==> config.mk <==
export PLATFORM = sky130hd
export DESIGN_NAME = svd_ctrl
export DESIGN_NICKNAME = d
export VERILOG_FILES = /design/src/common/svd_pkg.sv /design/src/core/svd_ctrl.sv
export SDC_FILE = /design/constraint.sdc
export NUM_CORES = 1
export LEC_CHECK = 0
export BUFFER_PORTS_ARGS = -buffer_cell sky130_fd_sc_hd__buf_2
export CORE_MARGIN = 2
export CORE_UTILIZATION = 25
export DETAILED_ROUTE_END_ITERATION = 10
export PLACE_DENSITY = 0.45
export SLEW_MARGIN = 20
export SYNTH_ARGS = -nofsm -noshare
export SYNTH_HDL_FRONTEND = slang
export SYNTH_SLANG_ARGS = --single-unit
==> constraint.sdc <==
create_clock -name clk_i -period 1.8 [get_ports clk_i]
set_input_delay 0 -clock clk_i [delete_from_list [all_inputs] [get_ports clk_i]]
set_output_delay 0 -clock clk_i [all_outputs]
set_load 0.02 [all_outputs]
==> src/common/svd_pkg.sv <==
// package: constants and types for the supply voltage detector control
package svd_pkg;

  localparam logic [19:0] SVD_ADDR_CTRL  = 20'hfffa9;
  localparam logic [19:0] SVD_ADDR_LEVEL = 20'hfffaa;
  localparam logic [7:0]  SVD_CFG_ADDR   = 8'hc1;

  localparam int SVD_CTRL_WEN_BIT  = 7;
  localparam int SVD_CTRL_MASK_BIT = 1;
  localparam int SVD_CTRL_FLAG_BIT = 0;
  localparam int SVD_LVL_MODE_BIT  = 7;
  localparam int SVD_LVL_THR_BIT   = 0;

  localparam logic [7:0] SVD_CTRL_RST      = 8'h00;
  localparam logic [7:0] SVD_LVL_RST_INTRS = 8'h00;
  localparam logic [7:0] SVD_LVL_RST_RESET = 8'h81;
  localparam logic [7:0] SVD_LVL_RST_INT   = 8'h01;

  localparam logic [2:0] SVD_RANGE_INTRS = 3'h3;

  // settling wait, in microseconds, and its cycle count at 25 mhz
  localparam int SVD_CLK_MHZ     = 25;
  localparam int SVD_SETTLE_US   = 400;
  localparam int SVD_SETTLE_CYC  = SVD_SETTLE_US * SVD_CLK_MHZ;

  typedef enum logic [1:0] {
    SVD_MODE_OFF   = 2'h0,
    SVD_MODE_INT   = 2'h1,
    SVD_MODE_INTRS = 2'h2,
    SVD_MODE_RESET = 2'h3
  } svd_mode_t;

  typedef struct packed {
    logic [2:0] range_code;
    logic       fixed_one;
    logic [1:0] fine_code;
    logic [1:0] mode_code;
  } svd_cfg_t;

  typedef struct packed {
    logic       rd;
    logic       wr;
    logic [19:0] addr;
    logic [7:0] wdata;
    logic [7:0] bitmask;
  } svd_bus_t;

  typedef struct packed {
    logic high_below;
    logic low_below;
  } svd_cmp_t;

  // mode decode, used for reset loading and for behaviour
  function automatic svd_mode_t svd_decode(input svd_cfg_t c);
    if (c.range_code[2] && c.mode_code[0])
      return SVD_MODE_OFF;
    unique case (c.mode_code)
      2'h1:    return SVD_MODE_INT;
      2'h2:    return SVD_MODE_INTRS;
      2'h3:    return SVD_MODE_RESET;
      default: return SVD_MODE_OFF;
    endcase
  endfunction : svd_decode

  // prohibited combinations leave the detector inert, except in reset mode, which holds reset
  function automatic logic svd_cfg_ok(input svd_cfg_t c);
    logic [4:0] rf;
    rf = {c.range_code, c.fine_code};
    if (!c.fixed_one)
      return 1'b0;
    unique case (c.mode_code)
      2'h2: return (c.range_code == SVD_RANGE_INTRS) && (c.fine_code != 2'h3);
      default:
        return (rf == 5'h0f) || (rf == 5'h0e) || (rf == 5'h0d) || (rf == 5'h04)
            || (rf == 5'h08) || (rf == 5'h0c) || (rf == 5'h1c) || c.range_code[2];
    endcase
  endfunction : svd_cfg_ok

endpackage : svd_pkg

==> src/core/svd_ctrl.sv <==
// supply voltage detector control: registers, mode decode, reset and irq
//
// How it works
// - non-detector resets clear control register; detector reset keeps it
// - control bits 1 and 0 are read-only; writes ignored
// - bit 7 enables level writes and masks detector reset and irq
// - control bit 1 shows whether detector output is masked
// - control bit 0 is one while supply is below threshold with detector on and a valid config, else zero
// - mask forced in interrupt-and-reset mode: enable, post-irq, post-level-change settle
// - level bit 7 mode, bit 0 threshold; other bits read zero
// - level register kept on detector reset, else loaded 00/81/01 by mode
// - interrupt-and-reset mode: hardware sets level bits on detector reset or irq
// - mode code decode; range bit 2 with mode bit 0 means off
// - interrupt-and-reset mode allows range 011 with fine 10, 01, 00
// - reset and interrupt modes allow six single-threshold combinations
// - reset mode starts with enable zero and level register 81h
// - reset mode releases reset one clock after power-up and, with supply below threshold, reasserts it four clocks later
// - reset mode asserts reset whenever supply falls below threshold
// - in interrupt-and-reset mode both registers accept single-bit and whole-byte read-modify-write
// - interrupt-and-reset: irq below high threshold, reset below low threshold
// - interrupt mode: irq on each crossing after the reset releases
`timescale 1ns/1ps
module svd_ctrl
  import svd_pkg::*;
#(
  parameter int SETTLE_CYC = svd_pkg::SVD_SETTLE_CYC
) (
  input  wire logic              clk_i,
  input  wire logic              rst_b_i,
  input  wire logic              det_rst_i,
  input  wire svd_pkg::svd_cfg_t cfg_i,
  input  wire svd_pkg::svd_bus_t bus_i,
  input  wire svd_pkg::svd_cmp_t cmp_i,
  output logic [7:0]             rdata_o,
  output logic                   int_rst_o,
  output logic                   supply_drop_irq_o,
  output logic                   ext_reset_pin_en_o
);
  import svd_pkg::*;

  typedef enum logic [1:0] {
    SVD_S_IDLE   = 2'h0,
    SVD_S_SETTLE = 2'h1
  } svd_st_t;

  localparam int CW = $clog2(SETTLE_CYC + 1);

  svd_mode_t   mode;
  logic        cfg_valid;
  logic [1:0]  hi_s1_r, hi_s2_r, lo_s1_r, lo_s2_r;
  logic        hi_prev_r, hi_prev_nxt;
  logic        lvl_wen_r, lvl_wen_nxt;
  logic        mode_bit_r, mode_bit_nxt;
  logic        thr_bit_r, thr_bit_nxt;
  logic        flag_r, flag_nxt;
  logic        mask_r, mask_nxt;
  logic        started_r, started_nxt;
  logic        irq_r, irq_nxt;
  logic        rst_out_r, rst_out_nxt;
  logic [7:0]  rdata_r, rdata_nxt;
  svd_st_t     st_r, st_nxt;
  logic [CW-1:0] cnt_r, cnt_nxt;
  logic        ext_r, ext_nxt;
  logic        hi_below, lo_below, sel_below;
  logic        wr_ctrl, wr_lvl;
  logic [7:0]  ctrl_view, lvl_view, ctrl_w, lvl_w;

  assign mode = svd_decode(cfg_i);
  assign cfg_valid = svd_cfg_ok(cfg_i);

  // two-stage synchronisers of two flops each, last flop of the second stage only is read
  always_ff @(posedge clk_i or negedge rst_b_i)
  begin
    if (!rst_b_i)
    begin
      hi_s1_r <= 2'h0;
      hi_s2_r <= 2'h0;
      lo_s1_r <= 2'h0;
      lo_s2_r <= 2'h0;
    end
    else
    begin
      hi_s1_r <= {hi_s1_r[0], cmp_i.high_below};
      hi_s2_r <= {hi_s2_r[0], hi_s1_r[1]};
      lo_s1_r <= {lo_s1_r[0], cmp_i.low_below};
      lo_s2_r <= {lo_s2_r[0], lo_s1_r[1]};
    end
  end

  assign hi_below  = hi_s2_r[1] && cfg_valid && (mode != SVD_MODE_OFF);
  assign lo_below  = lo_s2_r[1] && cfg_valid && (mode != SVD_MODE_OFF);
  // low bit selects which comparator the flag follows
  assign sel_below = (mode == SVD_MODE_INTRS && !thr_bit_r) ? hi_below : lo_below;

  assign ctrl_view = {lvl_wen_r, 5'h00, mask_r, flag_r};
  assign lvl_view  = {mode_bit_r, 6'h00, thr_bit_r};
  assign wr_ctrl   = bus_i.wr && (bus_i.addr == SVD_ADDR_CTRL);
  assign wr_lvl    = bus_i.wr && (bus_i.addr == SVD_ADDR_LEVEL);
  // bit mask merges single-bit writes into the held byte
  assign ctrl_w    = (ctrl_view & ~bus_i.bitmask) | (bus_i.wdata & bus_i.bitmask);
  assign lvl_w     = (lvl_view & ~bus_i.bitmask) | (bus_i.wdata & bus_i.bitmask);

  always_comb
  begin
    lvl_wen_nxt  = lvl_wen_r;
    mode_bit_nxt = mode_bit_r;
    thr_bit_nxt  = thr_bit_r;
    st_nxt       = st_r;
    cnt_nxt      = cnt_r;
    hi_prev_nxt  = sel_below;
    started_nxt  = started_r;
    irq_nxt      = 1'b0;
    rst_out_nxt  = 1'b0;
    ext_nxt      = (mode == SVD_MODE_OFF);
    flag_nxt     = sel_below;
    rdata_nxt    = 8'h00;
    if (bus_i.rd && bus_i.addr == SVD_ADDR_CTRL)
      rdata_nxt = ctrl_view;
    else if (bus_i.rd && bus_i.addr == SVD_ADDR_LEVEL)
      rdata_nxt = lvl_view;

    // only enable is writable, and only in interrupt-and-reset mode
    if (wr_ctrl && mode == SVD_MODE_INTRS)
      lvl_wen_nxt = ctrl_w[SVD_CTRL_WEN_BIT];
    if (wr_lvl && lvl_wen_r && mode == SVD_MODE_INTRS)
    begin
      mode_bit_nxt = lvl_w[SVD_LVL_MODE_BIT];
      thr_bit_nxt  = lvl_w[SVD_LVL_THR_BIT];
      // threshold change starts a settle wait
      if (lvl_w[SVD_LVL_THR_BIT] != thr_bit_r)
      begin
        st_nxt  = SVD_S_SETTLE;
        cnt_nxt = CW'(SETTLE_CYC);
      end
    end

    unique case (st_r)
      SVD_S_IDLE:   ;
      SVD_S_SETTLE:
      begin
        if (cnt_r <= CW'(1))
          st_nxt = SVD_S_IDLE;
        else
          cnt_nxt = cnt_r - CW'(1);
      end
    endcase

    unique case (mode)
      SVD_MODE_RESET:
      begin
        rst_out_nxt = lo_below || !cfg_valid;
      end
      SVD_MODE_INT:
      begin
        // irq on either crossing once released
        if (!started_r)
        begin
          rst_out_nxt = lo_below;
          started_nxt = !lo_below;
        end
        else
          irq_nxt = (sel_below != hi_prev_r);
      end
      SVD_MODE_INTRS:
      begin
        if (!started_r)
        begin
          rst_out_nxt = hi_below;
          started_nxt = !hi_below;
        end
        else if (!mask_r)
        begin
          // low threshold resets; reset mode bit also resets below high
          if (lo_below || (mode_bit_r && hi_below))
          begin
            rst_out_nxt  = 1'b1;
            mode_bit_nxt = 1'b1;
            thr_bit_nxt  = 1'b1;
          end
          else if (hi_below && !thr_bit_r)
          begin
            irq_nxt      = 1'b1;
            // switch to low level and settle
            mode_bit_nxt = 1'b1;
            thr_bit_nxt  = 1'b1;
            st_nxt       = SVD_S_SETTLE;
            cnt_nxt      = CW'(SETTLE_CYC);
          end
        end
      end
      default: ;
    endcase

    // mask only in interrupt-and-reset mode
    // taken after the mode case so an irq masks in the same cycle its pulse is high, no reset glitch
    mask_nxt = (mode == SVD_MODE_INTRS) && (lvl_wen_nxt || st_nxt == SVD_S_SETTLE);
  end

  always_ff @(posedge clk_i or negedge rst_b_i)
  begin
    if (!rst_b_i)
    begin
      hi_prev_r <= 1'b0;
      flag_r    <= 1'b0;
      mask_r    <= 1'b0;
      started_r <= 1'b0;
      irq_r     <= 1'b0;
      rst_out_r <= 1'b1;
      rdata_r   <= 8'h00;
      st_r      <= SVD_S_IDLE;
      cnt_r     <= '0;
      ext_r     <= 1'b0;
    end
    else
    begin
      hi_prev_r <= hi_prev_nxt;
      flag_r    <= flag_nxt;
      mask_r    <= mask_nxt;
      started_r <= started_nxt;
      irq_r     <= irq_nxt;
      rst_out_r <= rst_out_nxt;
      rdata_r   <= rdata_nxt;
      st_r      <= st_nxt;
      cnt_r     <= cnt_nxt;
      ext_r     <= ext_nxt;
    end
  end

  // register state: reset values depend on the configuration byte,
  // so they are loaded on every clock while reset is low and on the first clock after release, not by the async reset
  logic load_pend_r;

  always_ff @(posedge clk_i or negedge rst_b_i)
  begin
    if (!rst_b_i)
      load_pend_r <= 1'b1;
    else
      load_pend_r <= 1'b0;
  end

  always_ff @(posedge clk_i)
  begin
    if (load_pend_r && !det_rst_i)
    begin
      lvl_wen_r  <= SVD_CTRL_RST[SVD_CTRL_WEN_BIT];
      mode_bit_r <= (mode == SVD_MODE_RESET) ? SVD_LVL_RST_RESET[SVD_LVL_MODE_BIT] :
                    (mode == SVD_MODE_INT)   ? SVD_LVL_RST_INT[SVD_LVL_MODE_BIT]   :
                                               SVD_LVL_RST_INTRS[SVD_LVL_MODE_BIT];
      thr_bit_r  <= (mode == SVD_MODE_RESET) ? SVD_LVL_RST_RESET[SVD_LVL_THR_BIT] :
                    (mode == SVD_MODE_INT)   ? SVD_LVL_RST_INT[SVD_LVL_THR_BIT]   :
                                               SVD_LVL_RST_INTRS[SVD_LVL_THR_BIT];
    end
    else if (!load_pend_r)
    begin
      lvl_wen_r  <= lvl_wen_nxt;
      mode_bit_r <= mode_bit_nxt;
      thr_bit_r  <= thr_bit_nxt;
    end
    // detector reset keeps the held values
  end

  assign rdata_o            = rdata_r;
  assign int_rst_o          = rst_out_r;
  assign supply_drop_irq_o  = irq_r;
  assign ext_reset_pin_en_o = ext_r;

endmodule : svd_ctrl

==> impl_summary.md, run 1 <==
Run status
The flow ran to the end, and the final reports show no timing, DRC or antenna violations.

Global route
The via count of the first global-routing pass was about 1900. The total track usage is 0.124. In the global route stage, met1 resource usage came out at 0.159. Entering global routing, the biggest net connects 35 pins. The first-pass GRT wire length is 8710 um. The remaining global-route overflow is 0. The routing layer with the top usage in global route is met2. The initial antenna violation count is 0. In the global route stage, met3 resource usage came out at 0.0215.

The global-route met2 utilization is 0.213.

Placed design
The routability-driven placement congestion ratio is between 0.8 and 0.9. After legalization and detailed placement, the total HPWL measured 3960 um. Before CTS, the worst setup slack after placement is -4.31 ps.

The number of instances in the placed design is a little under 400. Input and output buffers added on the ports amount to 44.

Clock network
In this run the clock root is driven by a clkbuf_8. The H-tree was split into 2 levels. The clock-pin slew on the worst setup and hold paths is roughly 90 ps. TritonCTS built the clock tree. Counting along the longest clock path gives a buffer depth of 2. The clock net in this run drives a total of 37 sinks.

The number of setup buffers added after CTS is 0. The clock reaches the later pin of the worst-skew pair after approximately 300 ps. In this run, CTS created clock tree buffers numbering 5.

Worst setup path
At the worst endpoint, the required time is about 2000 ps. Counting cells, the worst reg-to-reg path comes to 4. In this run the worst setup path begins at mask_r. The kind of end point of the critical path is a flop.

The worst path arrival time is between 1500 and 2000 ps. The critical path startpoint category is a flop. The endpoint of the lowest-slack register-to-register path is st_r[1]. Across all register-to-register paths, the minimum setup slack is 80 ps.

By startpoint and endpoint, the worst setup path is classified as flop to flop. The worst register-to-register path begins at mask_r. The peak fanout along the critical path is 6. Following the worst setup path forward leads to its endpoint at st_r[1].

Final layout
Once layout is complete, the utilization of the core stands at 0.348. After the flow finishes, the layout carries non-filler instances totaling approximately 400. In the final layout, the share of cells above drive strength 1 is 0.342.

For this run, the post-layout net count is 350. The final antenna diode count is 0. The area growth from synthesis to layout is 36.3%.

Synth
The fraction of registers with async set or reset after synthesis is 0.919. After synthesis the netlist holds a flip-flop and latch count of 37. The average instance area after synthesis is slightly below 10 um^2.

The share of the Yosys chip area taken by registers is 0.452. After synthesis, the most frequently instantiated cells are dfrtp_1 (32), nor2_1 (19), nand2_1 (16). Summing every instance area after synthesis gives slightly above 2000 um^2. In the synthesized netlist the dominant register cell turns out to be dfrtp_1.

The yosys synthesis warning count is 0. After synthesis, the netlist uses 56 different library cells. Sorting the synthesized cells by area gives the leading types as dfrtp_1 (39%), nor2_1 (3.5%), edfxtp_1 (2.9%). After technology mapping, the gate count stands at about 210. The number of synthesized flops with an enable pin is 2. The biggest area contributor in the post-synthesis netlist is dfrtp_1.

Yosys instantiated no cell more often than dfrtp_1. The top-area cell type share of the netlist area is 0.388.

Pwr
The total power after layout is about 2.5 mW. The power per unit of standard cell area is between 800 and 900 nW/um^2. The analysis attributes to cell leakage a power of 1.19 nW. IR analysis of the VDD net gives a maximum drop of 0.000346 V.

Timing
Measured against its own limit, the worst slew margin works out to 0.466. After routing, the total negative slack on setup checks comes to 0 ps. The highest attainable clock frequency is 580 MHz. Dividing the final minimum period by the clock period gives 0.958. The final number of setup-violating endpoints is 0. Setup repair after global routing could not meet its margin everywhere. The max-slew violation count was 0. The post-route worst setup slack is around 76 ps. The time the worst path needs with I/O delays and setup is 1720 ps.

On the final layout, the worst clock skew is 14.0 ps. The total count of hold-check failures in the final report is 0. At the pin with the least slew margin, the transition time is 801 ps.

Die
The region available for standard cell placement spans 8090 um^2. The initial utilization of the core area, before any placement, comes to 0.255. In this run the count of I/O pins placed on the die edge is 62. The width of the chip is roughly 95 um. The number of standard-cell rows in the floorplan is 33. From bottom edge to top edge, the die measures ~95 um. The area enclosed by the die boundary is 9000 um^2.

Routing
The first-pass detailed-route iteration total is 4. Dividing the detail-routed via count by the number of cells gives 4.77. In the routed design, unresolved DRC markers number 0. After detailed routing, the average wire length per cell comes to approximately 13 um. The initial detailed-routing violation count is 105. The final wirelength is around 5300 um.

Once detail routing completed, the nets flagged for antenna violations numbered 0. The total via count after detailed routing is 1922.

Job
The max capacitance violation total is 0.

Hold path
The min-delay analysis places its worst path in the category primary input to flop.
[worst max-delay path: stages (launching register included)]
cell and delay, ps:
dfrtp_1 390, nand3b_2 220, or4_4 540, or2_1 270, and3_1 180
[how the worst min path moves through the flow]
stage	start	to	slack (ps)	cells after the start
after floorplan	rst_b_i	cnt_r[0]	-300	0
after global placement	cmp_i[1]	hi_s1_r[0]	110	1
after detailed placement	cmp_i[1]	hi_s1_r[0]	110	1
after CTS	bus_i[17]	rdata_o[1]	5	4
after global routing	bus_i[17]	rdata_o[1]	20	4
final	bus_i[17]	rdata_o[1]	20	4
[routing by layer]
| metal | vias to the layer above | share of wire |
|---|---|---|
| met5 | - | 0 |
| met4 | 0 | 0.011 |
| met3 | 4 | 0.049 |
| met2 | 50 | 0.47 |
| met1 | 919 | 0.47 |
| li1 | 949 | - |
[cell type report]
| class | count | area, um^2 |
|---|---|---|
| Clock buffer | 6 | 72.6 |
| Clock inverter | 2 | 35.0 |
| Fill cell | 851 | 5280 |
| Inverter | 7 | 26.3 |
| Multi-Input combinational cell | 164 | 1090 |
| Sequential cell | 37 | 933 |
| Tap cell | 105 | 131 |
| Timing Repair Buffer | 82 | 524 |
[state kept, by name, indices dropped and copies added, names as in the netlist]
name                count
cnt_r                  14
rdata_o                 3
hi_s1_r                 2
hi_s2_r                 2
lo_s1_r                 2
lo_s2_r                 2
st_r                    2
ext_reset_pin_en_o      1
flag_r                  1
int_rst_o               1
load_pend_r             1
lvl_wen_r               1
mask_r                  1
mode_bit_r              1
started_r               1
supply_drop_irq_o       1
thr_bit_r               1
[report_power, final]
part	internal (mW)	leakage, nW	switching (mW)
clock network	0.411	0.0552	0.298
registers	0.957	0.423	0.103
logic	0.363	0.709	0.371
total	1.73	1.19	0.771
[through the flow]
stage / hold WS (ps) / instance area [um^2]
after floorplan: -296 / 2080
after global placement: 109 / 2610
after detailed placement: 109 / 2610
after CTS: 4.96 / 2780
after global routing: 24.4 / 2810
final: 24.0 / 2810
[logic make-up (layout without fill, tap and decap cells)]
family                     after synthesis  in the layout  synth area share
xor gates and xnor gates                 6              6            0.0255
muxes                                    4              4            0.0194
other                                    1              6           0.00182
buffers and inverters                   17             97            0.0437
AOI/OAI and AO/OA                       44             44             0.155
adders and majority gates                2              2            0.0121
DFF                                     37             37             0.452
and+or+nand+nor                        102            102             0.290
[layout by cell type, fill, tap and decap left out, drive strengths merged, types with 3 or more instances in the layout]
master	count
inv	7
nor3	6
dfrtp	32
nand3b	5
nor2	20
nand4	7
nor2b	7
o22ai	3
buf	76
nand4b	4
and3	3
a22oi	5
xor2	6
nand3	11
nand2b	5
conb	6
clkbuf	6
a21oi	9
dlygate4sd3	6
nor4	6
or3	3
o21ai	8
mux2i	4
nand2	16
[what timing repair did]
| action | CTS | global route |
|---|---|---|
| hold endpoints to repair | 38 | 0 |
| hold buffers | 6 | 0 |
| setup endpoints to repair | 2 | 7 |
| pin swaps | 0 | 8 |
| gates resized for setup | 1 | 8 |
(Power assumes the default switching activity.)
==> run 2: changes to the inputs <==
--- a/config.mk
+++ b/config.mk
@@ -5,6 +5,7 @@
 export SDC_FILE = /design/constraint.sdc
 export NUM_CORES = 1
 export LEC_CHECK = 0
+export ABC_AREA = 1
 export BUFFER_PORTS_ARGS = -buffer_cell sky130_fd_sc_hd__buf_2
 export CORE_MARGIN = 2
 export CORE_UTILIZATION = 25
==> impl_summary.md, run 2 <==
Worst setup path
The worst setup path is of the flop to flop kind. The endpoint required time on the critical path is just over 2000 ps. Of all nets on the critical path, the largest fanout is 6.

The worst setup path is captured at a flop. The worst path arrival time is 1880 ps. Setup slack on the worst reg-to-reg path comes out at about 140 ps. The critical path startpoint category is a flop.

Synth
The number of synthesized register bits is 37. By area the synthesized netlist is led by dfrtp_1 (36%), nand2_1 (9.4%), inv_1 (7.8%). The portion of synthesized area spent on multiplexers is 0. For this run, asynchronously set or reset flops after synthesis account for 0.919. The share of synthesized area in the top cell type comes to 0.360.

The distinct cell type count of the synthesized netlist is 36. The commonest cells after synthesis are nand2_1 (56), inv_1 (46), nor2_1 (33). Yosys instantiated no cell more often than nand2_1.

Synthesis handed over a netlist of approximately 290 instances. Of the total synthesized cell area, the portion taken by XOR and XNOR cells is 0.0354. The fraction of the mapped netlist area in compound gates is 0.104. For this run, the leading register cell type out of synthesis is dfrtp_1. The yosys synthesis warning count is 0. The summed instance area of the synthesized netlist is 2230 um^2. Of the total synthesized cell area, the portion taken by AND, OR, NAND and NOR gates is 0.311. The synthesized design spends more area on one cell type than any other, namely dfrtp_1. For this run, the register share of the synthesized area comes to 0.419. The area share of fa/ha/maj cells after synthesis is 0.0112.

In this run, synthesis inferred 2 flip-flops with an integrated enable. The largest family of logic cells by synthesized area is simple AND/OR/NAND/NOR gates. After synthesis, the mean cell area works out to a little under 8 um^2.

Final layout
The design area is around 2700 um^2. Compared with the post-synthesis result, the final layout area differs by 22.3%. The number of flip-flops under the largest register name is 14.

Measured on the finished design, the core utilization comes to 0.314. The top cell types in the final layout, fill and taps aside, are nand2_1 (56), inv_1 (44), buf_2 (44). The final antenna diode count is 0.

In the final layout, the share of cells above drive strength 1 is 0.275. The register with the most flip-flops in the final layout is cnt_r. The library cell used most frequently in the layout, excluding fill and tap cells, is nand2_1.

The number of nets at the end of the flow is a little under 400.

Job
The max capacitance violation total is 0.

Routing
The total via count after detailed routing is 1940. Wires add up to just under 5000 um. The number of nets with antenna violations after routing is 0. In this run, the number of DRC markers left after iteration 0 of detailed routing was between 60 and 70. For this run, the detailed router's first-pass iteration total came to 4. The routed via count divided by cell count is approximately 4.3. The amount of wire on met2 after detailed routing is 2220 um. After detailed routing, the met3 layer carries around 210 um of wire. In this run the top signal layer used is met4. The detailed router put a total of between 2000 and 2500 um of wire on met1. For this run, design rule violations remaining after detail routing come to 0. The post-detailed-route wirelength per cell is 10.7 um.

Die
The core area is 8680 um^2. The area enclosed by the die boundary is between 9000 and 10000 um^2. The effective utilization at floorplan is 0.256. The width of the chip is ~98 um. The floorplan has 34 rows. The die is about 98 um tall. 62 I/O pins were placed.

Timing
Timing would allow up to around 600 MHz. Measured against its own limit, the worst slew margin works out to 0.495. The final number of setup-violating endpoints is 0. The max-slew violation count is 0. After routing, the total negative slack on setup checks comes to 0 ps. Setup repair after global routing left no endpoint under its margin. Dividing the final minimum period by the clock period gives 0.922. The total count of hold-check failures in the final report is 0.

The smallest clock period supported by the final layout is computed as approximately 1700 ps. The clock arrives with ~10 ps of skew. The transition time at the pin with the least slew margin is 758 ps. The post-route worst setup slack is approximately 140 ps.

Pwr
The completed layout was analyzed and its total power is 2.56 mW. The leakage power total is 1.41 nW. The worst supply voltage drop on vdd is about 0.00037 V.

In this run the power density over the cells is 941 nW/um^2.

Global route
The initial antenna violation count is 0. The via count of the first global-routing pass was between 1500 and 2000. In the global route stage, overall resource usage came out at 0.108. The first global-routing pass estimated approximately 8500 um of wire. The remaining global-route overflow is 0.

Entering global routing, the biggest net connects 35 pins.

Hold path
The tightest min-delay check is of the primary input to flop type.

Clock network
The clock-pin slew on the worst setup and hold paths is about 80 ps. TritonCTS built the clock tree. The number of levels the H-tree was split into is 2.

The root buffer selected by CTS is clkbuf_8. The clock buffer count from CTS is 5. The later pin in the worst-skew pair is clocked with a latency of 290 ps. The maximum clock path buffer count is 2. Clock tree synthesis found a total of 37 sinks.

Placed design
The total placed instance area is approximately 2600 um^2. The pre-CTS setup slack is about 43 ps. The count of port buffers added during placement is 44. The congestion estimate from routability-driven global placement came to roughly 0.76.

The HPWL after detailed placement is between 3000 and 4000 um.

Run status
The flow ran to the end, and the final reports show no timing, DRC or antenna violations.
## run 2: cell types whose count changed in the layout (fill, tap and decap cells not counted), moves of 6 or more
cell	delta
buf_4	-25
nand2_2	+6
inv_1	+38
inv_2	+6
nand2_1	+40
nor2b_1	-7
nor2_1	+15
a21oi_1	-6
o22ai_1	+8
## run 2: per-stage QoR
stage | hold slack (ps) | cells
6_report | 13.2 | 454
5_1_grt | 32.6 | 454
4_1_cts | 6.23 | 453
3_5_place_dp | 109 | 441
3_3_place_gp | 110 | 441
2_1_floorplan | -296 | 292
## run 2: repair_timing
item	CTS	global route
resized for setup	0	10
hold endpoints to repair	35	0
buffers inserted	0	1
endpoints found under the setup margin	0	16
hold buffers	4	0
## run 2: path summary, 6_finish.rpt
check,cells past startpoint,to,from
worst max register to register,9,cnt_r[6],cnt_r[0]
worst min-delay path,3,rdata_o[1],bus_i[37]
worst min register to register,0,hi_s2_r[1],hi_s2_r[0]
min in group asynchronous,2,cnt_r[9],rst_b_i
worst max-delay path,9,cnt_r[6],cnt_r[0]
max in group asynchronous,2,lo_s1_r[0],rst_b_i
## run 2: report_power, final
| part | switching [mW] | internal [mW] | leakage, nW |
|---|---|---|---|
| Sequential | 0.132 | 0.984 | 0.435 |
| Combinational | 0.500 | 0.377 | 0.931 |
| Clock | 0.300 | 0.269 | 0.0450 |
## run 2: cell families after synthesis
family                     Yosys count
other                                1
buffers and inverters               60
AOI/OAI and AO/OA                   36
adders and majority gates            2
xor gates and xnor gates             9
DFF                                 37
and+or+nand+nor                    142
## run 2: per-layer routing
metal  track usage  vias to the layer above
li1              -                     1020
met1         0.144                      882
met2         0.168                       33
met3        0.0272                        5
met4        0.0411                        0
met5             0                        -
## run 2: critical path, stage by stage, from the launching register on
cell	delay, ps
dfrtp_1	430
inv_2	50
ha_2	190
o21ai_1	120
nor2_1	60
nand2_1	100
nand2_4	90
buf_4	170
or2_0	220
a21oi_1	140
## run 2: area by class of cell
cell class,instances,area (um^2)
clock inverter,2,10.0
fill,943,5960
multi-input combinational,195,1070
tap,108,135
inverter,52,198
timing repair buffer,54,305
clock buffer,6,72.6
sequential,37,933
==> run 3: changes to the inputs <==
--- a/config.mk
+++ b/config.mk
@@ -10,7 +10,7 @@
 export CORE_MARGIN = 2
 export CORE_UTILIZATION = 25
 export DETAILED_ROUTE_END_ITERATION = 10
-export PLACE_DENSITY = 0.45
+export PLACE_DENSITY = 0.43
 export SLEW_MARGIN = 20
 export SYNTH_ARGS = -nofsm -noshare
 export SYNTH_HDL_FRONTEND = slang
==> constraint.sdc (replaced) <==
create_clock -name clk_i -period 1.6 [get_ports clk_i]
set_input_delay 0 -clock clk_i [delete_from_list [all_inputs] [get_ports clk_i]]
set_output_delay 0 -clock clk_i [all_outputs]
set_load 0.02 [all_outputs]
==> impl_summary.md, run 3 (synthesis results as in run 2) <==
Final layout
The final antenna diode count is 0. After the flow finishes, the layout carries non-filler instances totaling approximately 480. For this run, the post-layout net count is approximately 420.

The sequential cells in the finished layout cover a total of 933 um^2. The share of the core filled with cells is 0.347. The most common library cell in the layout ignoring fill and taps is nand2_1. The area overhead of the layout relative to synthesis is 35.3%. The share of post-route cells with drive strength above 1 is 0.357. The multi-input combinational cells in the finished layout cover a total of around 1200 um^2. Once layout is done, the placed cells without fillers occupy about 3000 um^2.

The largest register by flop count is cnt_r. The total of fill cells in the finished design is 928. The top cell types in the final layout, fill and taps aside, are nand2_1 (56), buf_2 (43), inv_1 (42). The number of flip-flops under the largest register name is 14.

Routing
The post-detailed-route wirelength per cell is about 11 um. The routed via count divided by cell count is ~4.3. The final wirelength is 5090 um.

The total via count after detailed routing is between 2000 and 2500. The detail route stage leaves a number of antenna-violating nets equal to 0. The first TritonRoute pass finished after 4 iterations.

For this run, design rule violations remaining after detail routing come to 0. The detailed router finished its first iteration with between 40 and 50 violations.

Timing
The final number of setup-violating endpoints is 0. The routed design could run at a clock period as short as 1560 ps. Derived from the worst setup path, the maximum achievable clock frequency is around 640 MHz. The total count of hold-check failures in the final report is 0. The fraction of the cycle the final worst path needs is 0.972. The worst clock skew on the final layout is 3.53 ps.

The final hold slack is around 14 ps. The max-slew violation count came to 0. Setup repair after global routing could not meet its margin everywhere.

Pwr
The leakage power total is 1.51 nW. In this run the power density over the cells is ~1100 nW/um^2. The total power after layout is 3.29 mW. IR analysis of the VDD net gives a maximum drop of about 0.00034 V.

Worst setup path
Across all register-to-register paths, the minimum setup slack is around 44 ps. The depth of the critical timing path with buffers and inverters included is 10. The endpoint identified for the worst register-to-register timing path is cnt_r[13]. The standard cell with the maximum stage delay on the critical path is dfrtp_1. The worst path arrival time is ~1700 ps. The kind of end point of the critical path is a flop. Counting stages on the worst path, the most repeated cell is inv_2. The critical path startpoint category is a flop. The signal on the critical path passes through inv_2 > ha_4 > o21ai_2 > nor2_2 > nand2_1 > nand2_4 > inv_2 > nand4_1 > o21ai_1 > nand3_1. The start-to-end type of the worst setup path is flop to flop. The peak fanout along the critical path is 4. The worst register-to-register path begins at cnt_r[0]. The number of buffers and inverters on the critical path is 2. For this run, the slowest stage of the critical path takes 390 ps. The endpoint required time on the critical path is between 1500 and 2000 ps.

The number of cells on the worst reg-to-reg path is 10. The most critical setup path has its startpoint at cnt_r[0]. The cell family contributing the most delay on the critical path is simple AND/OR/NAND/NOR gates.

Global route
The via count of the first global-routing pass is 1998. The first global-routing pass estimated between 8000 and 9000 um of wire. The remaining global-route overflow is 0. Entering global routing, the biggest net connects 35 pins. The total track usage is 0.113. The initial antenna violation count is 0.

Die
The effective utilization at floorplan is 0.256. The floorplan step defined a core boundary enclosing around 8700 um^2. During I/O placement, the number of pins put on the boundary was 62. The width of the chip is between 90 and 100 um. Row generation in the floorplan step produced 34 rows.

The die covers around 9700 um^2. The height of the chip is between 90 and 100 um.

Job
Max-cap violations in this run came to 0.

Placed design
The number of placed instances, taps included, is between 400 and 500. The count of port buffers added during placement is 44. Summed over all nets, the half-perimeter wirelength after detailed placement is 3890 um. The total placed instance area is ~2700 um^2. The routability-driven placement congestion ratio is approximately 0.77.

Hold path
Counting instances, the worst hold path has a depth of 3. The worst hold path begins at bus_i[37]. The worst hold path terminates at rdata_o[1]. The path class of the tightest hold or removal check is primary input to flop.

Clock network
The number of clock sinks is 37. At the later pin of the worst-skew pair, clock insertion delay measures around 290 ps. Counting the buffers created by CTS gives 5.

The number of levels the H-tree was split into is 2. The clock-pin slew on the worst setup and hold paths is about 80 ps. Counting along the longest clock path gives a buffer depth of 2.

The root buffer selected by CTS is clkbuf_8. The CTS tree is built.

Run status
The flow ran to the end, and the final reports show no timing, DRC or antenna violations.
## run 3: changes by cell type in the layout (fill, tap and decap cells not counted), moves of 3 or more
cell     delta
buf_4      +20
nor2_2      +3
nand2_4     -3
nor2_1      -5
## run 3: worst register-to-register path, delay by kind of cell (launching register included)
kind                       cells  cell delay [ps]
buffers and inverters          2              180
DFF                            1              390
adders and majority gates      1              170
and+or+nand+nor                5              420
AOI/OAI and AO/OA              2              290
## run 3: per-layer routing
layer / track usage / share of wire
met3: 0.0251 / 0.049
met4: 0.0348 / 0.0081
met1: 0.149 / 0.48
met5: 0 / 0
met2: 0.184 / 0.47
## run 3: timing repair
action                                  4_1_cts  5_1_grt
gates cloned                                  0        0
endpoints found under the setup margin       14       20
gates resized for setup                       6       30
endpoints found under the hold margin        35        0
hold buffers                                  4        0
setup buffers                                 2        3
pin swaps                                     1       13
## run 3: worst max path at each step
stage           endpoint  slack (ps)
2_1_floorplan   cnt_r[2]          40
3_3_place_gp   cnt_r[13]         -80
3_5_place_dp   cnt_r[13]        -160
4_1_cts         cnt_r[8]           2
5_1_grt        cnt_r[13]         -70
6_report       cnt_r[13]          40
## run 3: metrics by stage
step | worst slack, ps | TNS [ps]
after floorplan | 39.6 | 0
after global placement | -84.8 | -132
after detailed placement | -158 | -974
after CTS | 1.69 | 0
after global routing | -69.9 | -245
final | 44.4 | 0
## run 3: layout make-up
class / count / share of cell area
multi-input cells: 195 / 0.390
inverters: 52 / 0.0656
clock buffers: 6 / 0.0241
flip-flops and latches: 37 / 0.310
repair buffers: 75 / 0.161
clock inverters: 2 / 0.00499
well taps: 108 / 0.0449
## run 3: power by group
group	internal [mW]	switching (mW)	leakage, nW
clock network	0.307	0.349	0.0374
registers	1.11	0.129	0.435
logic	0.681	0.713	1.04
